--- src/hw/phy_port_regs_pkg.sv ---
`default_nettype none
package phy_port_regs_pkg;

  // ****************************************************************
  // Register map
  // ****************************************************************
  localparam int unsigned        ADDR_W          = 5;
  localparam int unsigned        DATA_W          = 16;
  localparam logic [ADDR_W-1:0]  CFG_ADDR        = 5'h10;
  localparam logic [ADDR_W-1:0]  STAT_ADDR       = 5'h11;
  localparam logic [DATA_W-1:0]  CFG_RESET       = 16'h0080;
  localparam logic [DATA_W-1:0]  STAT_RESET      = 16'h0000;
  localparam logic [DATA_W-1:0]  READ_UNMAPPED   = 16'h0000;

  // ****************************************************************
  // Configuration field positions
  // ****************************************************************
  localparam int unsigned CFG_FORCE_LINK   = 14;
  localparam int unsigned CFG_TX_DISABLE   = 13;
  localparam int unsigned CFG_SCR_BYPASS   = 12;
  localparam int unsigned CFG_JABBER_OFF   = 10;
  localparam int unsigned CFG_HEARTBEAT    = 9;
  localparam int unsigned CFG_ECHO_OFF     = 8;
  localparam int unsigned CFG_CRS_EXTEND   = 7;
  localparam int unsigned CFG_PRE_DELIVER  = 5;
  localparam int unsigned CFG_ALT_NP       = 1;

  // ****************************************************************
  // Status field positions
  // ****************************************************************
  localparam int unsigned STAT_SPEED100  = 14;
  localparam int unsigned STAT_TX_ACT    = 13;
  localparam int unsigned STAT_RX_ACT    = 12;
  localparam int unsigned STAT_COLL      = 11;
  localparam int unsigned STAT_LINK      = 10;
  localparam int unsigned STAT_DUPLEX    = 9;
  localparam int unsigned STAT_AN_MODE   = 8;
  localparam int unsigned STAT_AN_DONE   = 7;
  localparam int unsigned STAT_POLARITY  = 5;
  localparam int unsigned STAT_PAUSE     = 4;
  localparam int unsigned STAT_ERROR     = 3;

  // Live port state from the transceiver core
  typedef struct packed {
    logic speed100;
    logic tx_active;
    logic rx_active;
    logic collision;
    logic link_raw;
    logic full_duplex;
    logic an_enabled;
    logic an_complete;
    logic polarity_rev;
    logic pause_capable;
  } port_state_t;

  // Fault events that feed the summary error bit
  typedef struct packed {
    logic remote_fault;
    logic jabber;
    logic pd_fault;
  } fault_evt_t;

  // Controls handed to the datapath; the scrambler, 10BASE-T, echo and preamble ones already qualified by mode
  typedef struct packed {
    logic link_pass;
    logic tx_disable;
    logic scr_bypass;
    logic jabber_off;
    logic heartbeat_test;
    logic twisted_pair_echo_off;
    logic carrier_extend_select;
    logic preamble_deliver;
    logic alt_next_page_enable;
  } port_ctrl_t;

endpackage
`default_nettype wire

--- src/hw/phy_port_config_status_regs.sv ---
`timescale 1ns/1ps
`default_nettype none
module phy_port_config_status_regs
  import phy_port_regs_pkg::*;
(
  input  wire logic              sys_clk,
  input  wire logic              rst_n,
  input  wire logic [ADDR_W-1:0] reg_addr,
  input  wire logic              reg_wr,
  input  wire logic              reg_rd,
  input  wire logic [DATA_W-1:0] reg_wdata,
  output var  logic [DATA_W-1:0] reg_rdata,
  output var  logic              reg_rvalid,
  input  wire port_state_t       port_state,
  input  wire fault_evt_t        fault_evt,
  input  wire logic              fault_src_read,
  output var  port_ctrl_t        port_ctrl
);

  // ****************************************************************
  // Configuration register
  // ****************************************************************
  logic [DATA_W-1:0] cfg_r;
  logic              cfg_hit;

  always_comb begin
    if (reg_addr == CFG_ADDR) begin
      cfg_hit = 1'b1;
    end else begin
      cfg_hit = 1'b0;
    end
  end

  // Reserved bits are stored as written; software keeps them zero
  always_ff @(posedge sys_clk) begin
    if (!rst_n) begin
      cfg_r <= CFG_RESET;
    end else if (reg_wr && cfg_hit) begin
      cfg_r <= reg_wdata;
    end
  end

  // ****************************************************************
  // Summary error flag
  // ****************************************************************
  logic err_r;
  logic fault_any;

  assign fault_any = fault_evt.remote_fault | fault_evt.jabber | fault_evt.pd_fault;

  // A fault in the same cycle as the clearing read wins, so no event is lost
  always_ff @(posedge sys_clk) begin
    if (!rst_n) begin
      err_r <= 1'b0;
    end else if (fault_any) begin
      err_r <= 1'b1;
    end else if (fault_src_read) begin
      err_r <= 1'b0;
    end
  end

  // ****************************************************************
  // Status word
  // ****************************************************************
  logic [DATA_W-1:0] stat_word;
  logic              link_eff;

  assign link_eff = port_state.link_raw | cfg_r[CFG_FORCE_LINK];

  // Polarity is meaningless at 100 Mbps, so it is masked there
  always_comb begin
    stat_word                = STAT_RESET;
    stat_word[STAT_SPEED100] = port_state.speed100;
    stat_word[STAT_TX_ACT]   = port_state.tx_active;
    stat_word[STAT_RX_ACT]   = port_state.rx_active;
    stat_word[STAT_COLL]     = port_state.collision;
    stat_word[STAT_LINK]     = link_eff;
    stat_word[STAT_DUPLEX]   = port_state.full_duplex;
    stat_word[STAT_AN_MODE]  = port_state.an_enabled;
    stat_word[STAT_AN_DONE]  = port_state.an_complete;
    stat_word[STAT_POLARITY] = port_state.polarity_rev & ~port_state.speed100;
    stat_word[STAT_PAUSE]    = port_state.pause_capable;
    stat_word[STAT_ERROR]    = err_r;
  end

  // ****************************************************************
  // Read port
  // ****************************************************************
  // Writes to the status address fall through; there is nothing to store
  always_ff @(posedge sys_clk) begin
    if (!rst_n) begin
      reg_rdata <= READ_UNMAPPED;
    end else if (reg_rd) begin
      if (cfg_hit) begin
        reg_rdata <= cfg_r;
      end else if (reg_addr == STAT_ADDR) begin
        reg_rdata <= stat_word;
      end else begin
        reg_rdata <= READ_UNMAPPED;
      end
    end
  end

  always_ff @(posedge sys_clk) begin
    if (!rst_n) begin
      reg_rvalid <= 1'b0;
    end else begin
      reg_rvalid <= reg_rd;
    end
  end

  // ****************************************************************
  // Datapath controls
  // ****************************************************************
  logic ten_mode;
  assign ten_mode = ~port_state.speed100;

  always_comb begin
    port_ctrl.link_pass             = cfg_r[CFG_FORCE_LINK];
    port_ctrl.tx_disable            = cfg_r[CFG_TX_DISABLE];
    port_ctrl.scr_bypass            = cfg_r[CFG_SCR_BYPASS] & port_state.speed100;
    port_ctrl.jabber_off            = cfg_r[CFG_JABBER_OFF] & ten_mode;
    port_ctrl.heartbeat_test        = cfg_r[CFG_HEARTBEAT] & ten_mode;
    port_ctrl.twisted_pair_echo_off = cfg_r[CFG_ECHO_OFF] & ten_mode
                                      & ~port_state.full_duplex;
    port_ctrl.carrier_extend_select = cfg_r[CFG_CRS_EXTEND] & ten_mode;
    port_ctrl.preamble_deliver      = cfg_r[CFG_PRE_DELIVER]
                                      | port_state.speed100;
    port_ctrl.alt_next_page_enable  = cfg_r[CFG_ALT_NP];
  end

  // Status bits 15, 6 and 2:0 always read zero
  localparam logic [DATA_W-1:0] STAT_RSVD_MASK = 16'h8047;
endmodule // phy_port_config_status_regs
`default_nettype wire

--- config.mk ---
export PLATFORM = sky130hd
export DESIGN_NAME = phy_port_config_status_regs
export DESIGN_NICKNAME = d
export VERILOG_FILES = /design/src/hw/phy_port_regs_pkg.sv /design/src/hw/phy_port_config_status_regs.sv
export SDC_FILE = /design/constraint.sdc
export NUM_CORES = 1
export LEC_CHECK = 0
export ABC_AREA = 1
export BUFFER_PORTS_ARGS = -buffer_cell sky130_fd_sc_hd__buf_2
export CAP_MARGIN = 5
export CORE_MARGIN = 4
export CORE_UTILIZATION = 48
export DETAILED_ROUTE_END_ITERATION = 8
export HOLD_SLACK_MARGIN = 0.15
export PLACE_DENSITY_LB_ADDON = 0.25
export RECOVER_POWER = 100
export SYNTH_ARGS = -nofsm -noshare
export SYNTH_HDL_FRONTEND = slang
export SYNTH_SLANG_ARGS = --single-unit
--- constraint.sdc ---
create_clock -name sys_clk -period 1.1 [get_ports sys_clk]
set_input_delay 0.22 -clock sys_clk [delete_from_list [all_inputs] [get_ports sys_clk]]
set_output_delay 0.22 -clock sys_clk [all_outputs]
set_load 0.02 [all_outputs]
# Yosys cells after proc, flatten, opt, wreduce, memory -nomap -nowiden
# Cells that the tools add are included.
# word_totals
out_inout_bits,26
word_cells,26
inputBits,39
regBits,34
# op_classes
eq_ne,2
mux,5
bitwise_logic,13
n_reduce_logical,2
# op_table
cell,count
$mux W16,1
$mux W15,1
$eq A5 B5 Y1 const B,2
$and A1 B1 Y1,7
$or A1 B1 Y1,4
$mux W1,3
$not A1 Y1,2
$reduce_bool A2 Y1,1
$logic_and A1 B1 Y1,1

# Longest topological paths before layout
# Gate-level depths: netlist of the first run.
# logic_depth
depth_word,4
ltp_mapped,7
depth_no_buf,6

# Worst setup path before layout of the first run
# OpenSTA, ideal clock, no wires.
# synth_path
kind,register to output
startpoint,register cfg_r[8]
endpoint,output port_ctrl[3] (netlist name)
path_slack_ns,0.074
stages_incl_launch_ff,3
path_buffers,0
t_arrival_ns,0.806
required_time_ns,0.880
cell_sequence,dfxtp_1 -> inv_1 -> nor3_1
# synth_rtl
element,line_no,source
"start, declared",phy_port_config_status_regs.sv:23,logic [DATA_W-1:0] cfg_r;
"start signal, assigned",phy_port_config_status_regs.sv:39,cfg_r <= reg_wdata;
"end, declared",phy_port_config_status_regs.sv:17,output var port_ctrl_t port_ctrl

==> results.sh, run 1 <==
export IMPL_synth_top_family_by_area="simple AND/OR/NAND/NOR gates"
export IMPL_yosys_area_share_simple_pct=42.3
export IMPL_switching_share_pct=27.5
export IMPL_cts_made_buffers=5
export IMPL_grt_usage_pct=21.3
export IMPL_tightest_slew_ns=0.448
export IMPL_p_clk_share_pct=26.8
export IMPL_htreeDepth=2
export IMPL_drive_gt1_share_pct=30.8
export IMPL_met1_usage_pct=26.6
export IMPL_port_buffers=64
export IMPL_period_share_pct=109
export IMPL_antenna_found_initial=0
export IMPL_clkTransAtPathRegs_ns=0.10
export IMPL_synth_seq_cells=34
export IMPL_ios=65
export IMPL_detail_route_antenna_nets=0
export IMPL_fmax_mhz=831
export IMPL_synth_fa_ha_area_share_pct=0
export IMPL_synth_xor_area_share_pct=0
export IMPL_gp_congestion=0.859
export IMPL_finalInstanceArea_um2=2330
export IMPL_grt_ovfl_total=0
export IMPL_syn_inst=254
export IMPL_setup_viol_count_final=6
export IMPL_synthMuxAreaShare_pct=0
export IMPL_leakagePower_nw=1.29
export IMPL_post_dp_hpwl_mm=2.89
export IMPL_status="finished with violations"
export IMPL_hold_violations=0
export IMPL_cts_sinks=34
export IMPL_power_w=0.00235
export IMPL_multi_input_area_um2=744
export IMPL_die_w_um=66.3
export IMPL_start_util_pct=51.8
export IMPL_fillers=264
export IMPL_insertion_delay_ns=0.34
export IMPL_grt_pass1_vias=1580
export IMPL_rsz0062_at_grt="yes"
export IMPL_die_area_um2=4400
export IMPL_rows=20
export IMPL_critPathKind="register to primary output"
export IMPL_crit_path_end_kind="primary output"
export IMPL_comb_power_share_pct=18.3
export IMPL_final_cell_mix="nor2_1, nand2_1, buf_2, inv_1, dfxtp_1"
export IMPL_synth_cell_types=15
export IMPL_crit_required_ns=0.88
export IMPL_via_per_inst=4.65
export IMPL_hold_path_class="primary input to register"
export IMPL_postSynthNetCount=293
export IMPL_regArea_um2=691
export IMPL_fin_crit_ns=1.20
export IMPL_finalWorstSetupSlack_ns=-0.104
export IMPL_wire_per_inst_um=11.3
export IMPL_cp_max_fo=2
export IMPL_worstPathArrival_ns=0.98
export IMPL_switchingPower_w=0.000646
export IMPL_grt_first_pass_wirelength_mm=7.09
export IMPL_synth_compound_area_share_pct=2.14
export IMPL_route_detailed_drc=0
export IMPL_synth_seq_area_share_pct=41.7
export IMPL_met2_usage_pct=33.3
export IMPL_violations="setup timing"
export IMPL_drtPass1Iterations=4
export IMPL_clockRootBuffer="clkbuf_4"
export IMPL_internal_power_w=0.00171
export IMPL_maxSlewViolCount=0
export IMPL_final_common_cell="nor2_1"
export IMPL_irDropWorstVdd_mv=0.608
export IMPL_syn_avg_cell_area_um2=6.43
export IMPL_drt_iter0_markers=133
export IMPL_die_y_um=66.3
export IMPL_synth_top_area_share_pct=41.7
export IMPL_gr_usage_met3_pct=6.46
export IMPL_cap_viol_max_count=0
export IMPL_routed_wl_mm=4.37
export IMPL_nets=380
export IMPL_core_area_um2=3150
export IMPL_synth_area_top_cells="dfxtp_1, nor2_1, nand2_1"
export IMPL_syn_area_um2=1630
export IMPL_top_usage_layer="met2"
export IMPL_via_count=1793
export IMPL_synth_largest_area_cell="dfxtp_1"
export IMPL_relSlewSlack_pct=70.2
export IMPL_worstSetupStartpointType="register"
export IMPL_placed_cell_area_um2=2010
export IMPL_finClkSkew_ns=0.00301
export IMPL_seqPwrFrac_pct=54.9
export IMPL_syn_to_final_growth_pct=42.6
export IMPL_clk_path_buf_depth=2
export IMPL_cts_tree="done"
export IMPL_grt_max_degree=33
export IMPL_yosysWarningCount=0
export IMPL_p_per_area_nw_per_um2=1010
-- logic make-up (layout without fill, tap and decap cells) --
logic type / Yosys count / after routing
simple gates: 159 / 159
other cells: 0 / 1
flops: 34 / 34
compound gates: 7 / 7
buf+inv: 54 / 141
-- per-stage QoR --
step	TNS [ns]	std cells	util (%)	setup slack [ns]	hold slack (ns)
after floorplan	0	254	-	0.0742	0.333
after global placement	0	354	63.9	0.0454	0.435
after detailed placement	0	354	63.9	0.0231	0.438
after CTS	-0.389	384	73.5	-0.131	0.159
after global routing	-0.703	385	73.8	-0.178	0.163
final	-0.341	386	73.9	-0.104	0.163
-- worst max-delay path, stage by stage, from the launching register on --
cell,delay [ns]
dfxtp_2,0.35
inv_2,0.04
nor3_2,0.10
buf_4,0.16
-- synth_stat cells (all sizes together) --
library cell	n
inv	36
nand4	22
clkinv	1
dfxtp	34
nor2	73
nand3	13
nand2	49
o21ai	7
buf	13
nor3	2
clkbuf	4
-- flip-flops by register name (all words and copies together) (netlist names) --
| signal | flops |
|---|---|
| reg_rdata | 16 |
| cfg_r | 16 |
| err_r | 1 |
| reg_rvalid | 1 |
-- timing repair --
item,in CTS,in global routing
hold buffers,17,0
resized for setup,22,21
setup endpoints to repair,7,16
endpoints found under the hold margin,17,0
buffers inserted,6,1
pin swaps,0,1
-- layer usage --
layer / vias to the layer above / wire length [µm]
li1: 951 / -
met1: 772 / 1870
met2: 61 / 2110
met3: 9 / 319
met4: 0 / 75
met5: - / 0
-- cell type report --
| class | count | area share, % |
|---|---|---|
| Timing Repair Buffer | 97 | 28.1 |
| Clock buffer | 7 | 1.93 |
| Multi-Input combinational cell | 166 | 31.9 |
| Inverter | 37 | 5.96 |
| Tap cell | 44 | 2.36 |
| Antenna cell | 1 | 0.107 |
| Sequential cell | 34 | 29.6 |
-- power by group through the flow --
| stage | sequential, W | clock [W] | combinational, W |
|---|---|---|---|
| 3_3_place_gp | 0.00132 | 0 | 0.000369 |
| 6_report | 0.00129 | 0.000632 | 0.000430 |
| 2_1_floorplan | 0.00136 | 0 | 0.000170 |
| 4_1_cts | 0.00129 | 0.000638 | 0.000429 |
| 3_5_place_dp | 0.00132 | 0 | 0.000371 |
| 5_1_grt | 0.00130 | 0.000699 | 0.000479 |
-- final timing paths --
check                     start            end  slack [ns]  depth (start not counted)
setup reg to reg      cfg_r[12]  reg_rdata[12]        0.16                          6
hold reg to reg   reg_rdata[15]  reg_rdata[15]        0.51                          2
setup / recovery       cfg_r[8]   port_ctrl[3]       -0.10                          3
hold / removal     fault_evt[0]          err_r        0.16                          5
No activity file was read; power rests on OpenSTA's default activity.
==> inputs of run 2 (changes only) <==
- CAP_MARGIN: 5 -> 20
- MAX_ROUTING_LAYER: not set -> met4
- PLACE_DENSITY: not set -> 0.87
- PLACE_DENSITY_LB_ADDON: 0.25 -> not set
==> results.sh, run 2 (synthesis gave the netlist of run 1 again) <==
export IMPL_status="finished with violations"
export IMPL_violations="setup timing"
export IMPL_nets=382
export IMPL_final_cell_mix="nor2_1, nand2_1, buf_2, buf_4, inv_1"
export IMPL_finish_utilization_pct=75.7
export IMPL_clkTransAtPathRegs_ns=0.10
export IMPL_whs_ns=0.162
export IMPL_die_y_um=66.3
export IMPL_leakagePower_nw=1.31
export IMPL_antenna_found_initial=0
export IMPL_core_area_um2=3150
export IMPL_grt_first_pass_wirelength_mm=7.16
export IMPL_finClkSkew_ns=0.00686
export IMPL_port_buffers=64
export IMPL_crit_required_ns=0.88
export IMPL_drtPass1Iterations=4
export IMPL_rsz0062_at_grt="yes"
export IMPL_final_common_cell="nor2_1"
export IMPL_hold_path_class="primary input to register"
export IMPL_cts_sinks=34
export IMPL_worstSetupStartpointType="register"
export IMPL_clockRootBuffer="clkbuf_4"
export IMPL_cap_viol_max_count=0
export IMPL_rows=20
export IMPL_via_count=1809
export IMPL_wire_per_inst_um=11.4
export IMPL_cts_made_buffers=5
export IMPL_reg_top3="cfg_r: 16 flops, reg_rdata: 16 flops"
export IMPL_grt_usage_pct=22.0
export IMPL_grt_max_degree=33
export IMPL_period_share_pct=109
export IMPL_die_area_um2=4400
export IMPL_irDropWorstVdd_mv=0.680
export IMPL_finalWorstSetupSlack_ns=-0.101
export IMPL_critPathKind="register to primary output"
export IMPL_post_dp_hpwl_mm=2.87
export IMPL_relSlewSlack_pct=44.5
export IMPL_grt_ovfl_total=0
export IMPL_grt_pass1_vias=1599
export IMPL_maxSlewViolCount=0
export IMPL_worstPathArrival_ns=0.98
export IMPL_htreeDepth=2
export IMPL_route_detailed_drc=0
export IMPL_via_per_inst=4.66
export IMPL_start_util_pct=51.8
export IMPL_drive_gt1_share_pct=32.0
export IMPL_ios=65
export IMPL_routed_wl_mm=4.44
export IMPL_hold_violations=0
export IMPL_crit_path_end_kind="primary output"
export IMPL_antenna_cells=0
export IMPL_syn_to_final_growth_pct=46.1
export IMPL_gp_congestion=0.881
export IMPL_setup_viol_count_final=6
export IMPL_die_w_um=66.3
export IMPL_cp_max_fo=2
export IMPL_instances_no_fill=388
export IMPL_insertion_delay_ns=0.34
export IMPL_clk_path_buf_depth=2
export IMPL_tightest_slew_ns=0.832
export IMPL_cts_tree="done"
export IMPL_fin_crit_ns=1.20
export IMPL_drt_iter0_markers=148
export IMPL_fmax_mhz=832
export IMPL_detail_route_antenna_nets=0
export IMPL_p_per_area_nw_per_um2=1030
export IMPL_dp_cells=353
run 2: changes by cell type in the layout (fill, tap and decap cells not counted), moves of 2 or more:
cell	before	now
buf_4	21	34
clkbuf_1	4	2
dfxtp_1	26	22
buf_2	48	39
nor2_4	3	1
nor2_1	69	71
dlygate4sd3_1	17	19
buf_6	5	3
dfxtp_2	8	12
run 2: metal layers:
layer	vias to the layer above	global-route usage, %	wire [µm]
li1	957	-	-
met1	775	26.3	1910
met2	65	34.3	2130
met3	12	6.46	286
met4	0	9.39	114
met5	-	-	0
run 2: worst paths after layout:
path	slack (ns)	startpoint	end	depth (start not counted)
max	-0.10	cfg_r[8]	port_ctrl[3]	3
min	0.16	rst_n	reg_rdata[2]	3
max reg2reg	0.20	cfg_r[5]	cfg_r[5]	6
min reg2reg	0.53	cfg_r[3]	cfg_r[3]	4
run 2: what timing repair did:
item                                    4_1_cts  5_1_grt
pin swaps                                     1        1
setup buffers                                 6        2
hold endpoints to repair                     17        0
hold buffers                                 19        0
endpoints found under the setup margin        9       26
gates cloned                                  0        0
gates resized for setup                      23       29
run 2: layout make-up:
class	instances	area, µm²
Multi-Input combinational cell	166	729
Inverter	37	139
Tap cell	44	55.1
Fill cell	240	766
Clock buffer	7	55.1
Timing Repair Buffer	99	708
Sequential cell	34	696
Clock inverter	1	5.00
run 2: through the flow:
step / area [µm²] / worst slack [ns] / TNS (ns) / total power [W]
final: 2390 / -0.101 / -0.344 / 0.00246
after global routing: 2390 / -0.149 / -0.702 / 0.00258
after CTS: 2330 / -0.115 / -0.397 / 0.00245
after detailed placement: 1990 / 0.0147 / 0 / 0.00168
after global placement: 1990 / 0.0465 / 0 / 0.00168
after floorplan: 1630 / 0.0742 / 0 / 0.00153
run 2: power by group:
| part | internal (W) | switching [W] | leakage (nW) | total [W] |
|---|---|---|---|---|
| sequential | 0.00127 | 0.0000220 | 0.282 | 0.00130 |
| clock | 0.000309 | 0.000409 | 0.0353 | 0.000718 |
| combinational | 0.000207 | 0.000236 | 0.993 | 0.000443 |
run 2: worst max-delay path: stages, from the launching register on:
cell and delay [ns]:
dfxtp_2 0.34, inv_2 0.04, nor3_2 0.10, buf_4 0.16
==> inputs of run 3 (changes only) <==
- BUFFER_PORTS_ARGS: -buffer_cell sky130_fd_sc_hd__buf_2 -> not set
- CORE_UTILIZATION: 48 -> 60
- DONT_BUFFER_PORTS: not set -> 1
- PLACE_DENSITY: 0.87 -> 0.84
- RECOVER_POWER: 100 -> not set
- SKIP_LAST_GASP: not set -> 1
==> results.sh, run 3 (synthesis gave the netlist of run 1 again) <==
export IMPL_status="finished with violations"
export IMPL_violations="hold timing, setup timing"
export IMPL_htreeDepth=2
export IMPL_fin_crit_ns=1.21
export IMPL_drive_gt1_share_pct=16.8
export IMPL_syn_to_final_growth_pct=11.9
export IMPL_dp_cells=278
export IMPL_maxSlewViolCount=0
export IMPL_gp_congestion=0.802
export IMPL_whs_ns=-0.0289
export IMPL_fin_setup_tns_ns=-0.328
export IMPL_route_met2_wl_mm=1.60
export IMPL_drtPass1Iterations=4
export IMPL_p_per_area_nw_per_um2=1220
export IMPL_ctsHoldBuffers=1
export IMPL_crit_slowest_cell="dfxtp_2"
export IMPL_final_common_cell="nor2_1"
export IMPL_cts_made_buffers=5
export IMPL_start_util_pct=64.2
export IMPL_wl_met3_um=336
export IMPL_route_detailed_drc=0
export IMPL_clkTransAtPathRegs_ns=0.10
export IMPL_grt_first_pass_wirelength_mm=5.81
export IMPL_finish_utilization_pct=71.9
export IMPL_die_area_um2=3620
export IMPL_fmax_mhz=828
export IMPL_rows=18
export IMPL_die_y_um=60.2
export IMPL_hold_violations=16
export IMPL_clk_path_buf_depth=2
export IMPL_wire_per_inst_um=12.4
export IMPL_grt_pass1_vias=1279
export IMPL_crit_buf_inv=2
export IMPL_clockRootBuffer="clkbuf_4"
export IMPL_critPathKind="register to primary output"
export IMPL_antenna_found_initial=0
export IMPL_grt_max_degree=33
export IMPL_cts_sinks=34
export IMPL_port_buffers=0
export IMPL_wl_met1_mm=1.65
export IMPL_nets=300
export IMPL_relSlewSlack_pct=81.2
export IMPL_period_share_pct=110
export IMPL_post_dp_hpwl_mm=2.52
export IMPL_worstSetupStartpointType="register"
export IMPL_rsz0062_at_grt="yes"
export IMPL_cp_max_fo=2
export IMPL_crit_path_end_kind="primary output"
export IMPL_worstPathArrival_ns=0.99
export IMPL_cap_viol_max_count=0
export IMPL_setup_viol_count_final=4
export IMPL_drt_iter0_markers=104
export IMPL_final_cell_mix="nor2_1, nand2_1, inv_1, dfxtp_1, nand4_1"
export IMPL_grt_usage_pct=22.1
export IMPL_cp_cell_sequence="inv_1, nor3_2, buf_4"
export IMPL_power_w=0.00224
export IMPL_crit_family="flip-flops"
export IMPL_cts_tree="done"
export IMPL_leakagePower_nw=0.961
export IMPL_antenna_cells=0
export IMPL_cpPeakStageDelay_ns=0.34
export IMPL_finClkSkew_ns=0.0127
export IMPL_grt_ovfl_total=0
export IMPL_die_w_um=60.2
export IMPL_top_layer="met4"
export IMPL_tightest_slew_ns=0.281
export IMPL_irDropWorstVdd_mv=0.975
export IMPL_crit_required_ns=0.88
export IMPL_core_area_um2=2540
export IMPL_hold_path_class="primary input to register"
export IMPL_instances_no_fill=292
export IMPL_via_per_inst=5.08
export IMPL_finalWorstSetupSlack_ns=-0.108
export IMPL_insertion_delay_ns=0.34
export IMPL_detail_route_antenna_nets=0
export IMPL_via_count=1482
export IMPL_routed_wl_mm=3.63
export IMPL_ios=65
export IMPL_reg_top3="cfg_r: 16 flops, reg_rdata: 16 flops"
==> run 3: changes by cell type in the layout (fill, tap and decap cells not counted), moves of 3 or more <==
cell,before,now
buf_2,39,0
buf_4,34,14
buf_6,3,0
dfxtp_2,12,8
dfxtp_1,22,26
dlygate4sd3_1,19,1
==> run 3: worst paths after layout <==
kind / startpoint / to / slack [ns] / depth (start not counted)
worst max-delay path: cfg_r[8] / port_ctrl[3] / -0.11 / 3
worst min-delay path: rst_n / cfg_r[7] / -0.03 / 1
worst max register to register: cfg_r[13] / reg_rdata[13] / 0.26 / 5
worst min register to register: cfg_r[11] / cfg_r[11] / 0.53 / 4
==> run 3: area by class of cell <==
| class | count | area [µm²] |
|---|---|---|
| multi-input cells | 166 | 747 |
| fillers | 226 | 716 |
| clock inverters | 1 | 5.00 |
| inverters | 37 | 139 |
| repair buffers | 17 | 155 |
| well taps | 30 | 37.5 |
| clock buffers | 7 | 55.1 |
| flip-flops and latches | 34 | 691 |
==> run 3: report_power, final <==
| group | switching, W | internal, W | leakage, nW |
|---|---|---|---|
| Sequential | 0.0000621 | 0.00127 | 0.281 |
| Combinational | 0.000112 | 0.0000788 | 0.645 |
| Clock | 0.000402 | 0.000309 | 0.0353 |
| Total | 0.000576 | 0.00166 | 0.961 |
==> run 3: stage by stage <==
step           instance area [µm²]  setup slack (ns)
6_report                      1830            -0.108
5_1_grt                       1830            -0.167
4_1_cts                       1800            -0.124
3_5_place_dp                  1690             0.117
3_3_place_gp                  1690             0.159
2_1_floorplan                 1630            0.0742
==> run 3: timing repair <==
action,in CTS,in global routing
setup buffers,3,2
endpoints found under the hold margin,34,33
setup endpoints to repair,7,8
pin swaps,0,3
gates resized for setup,9,9
==> run 3: layer usage <==
metal  vias up  global-route usage [%]
met2        51                    30.2
met1       630                    29.7
met4         0                    7.91
li1        795                       -
met5         -                       -
met3         6                    7.99
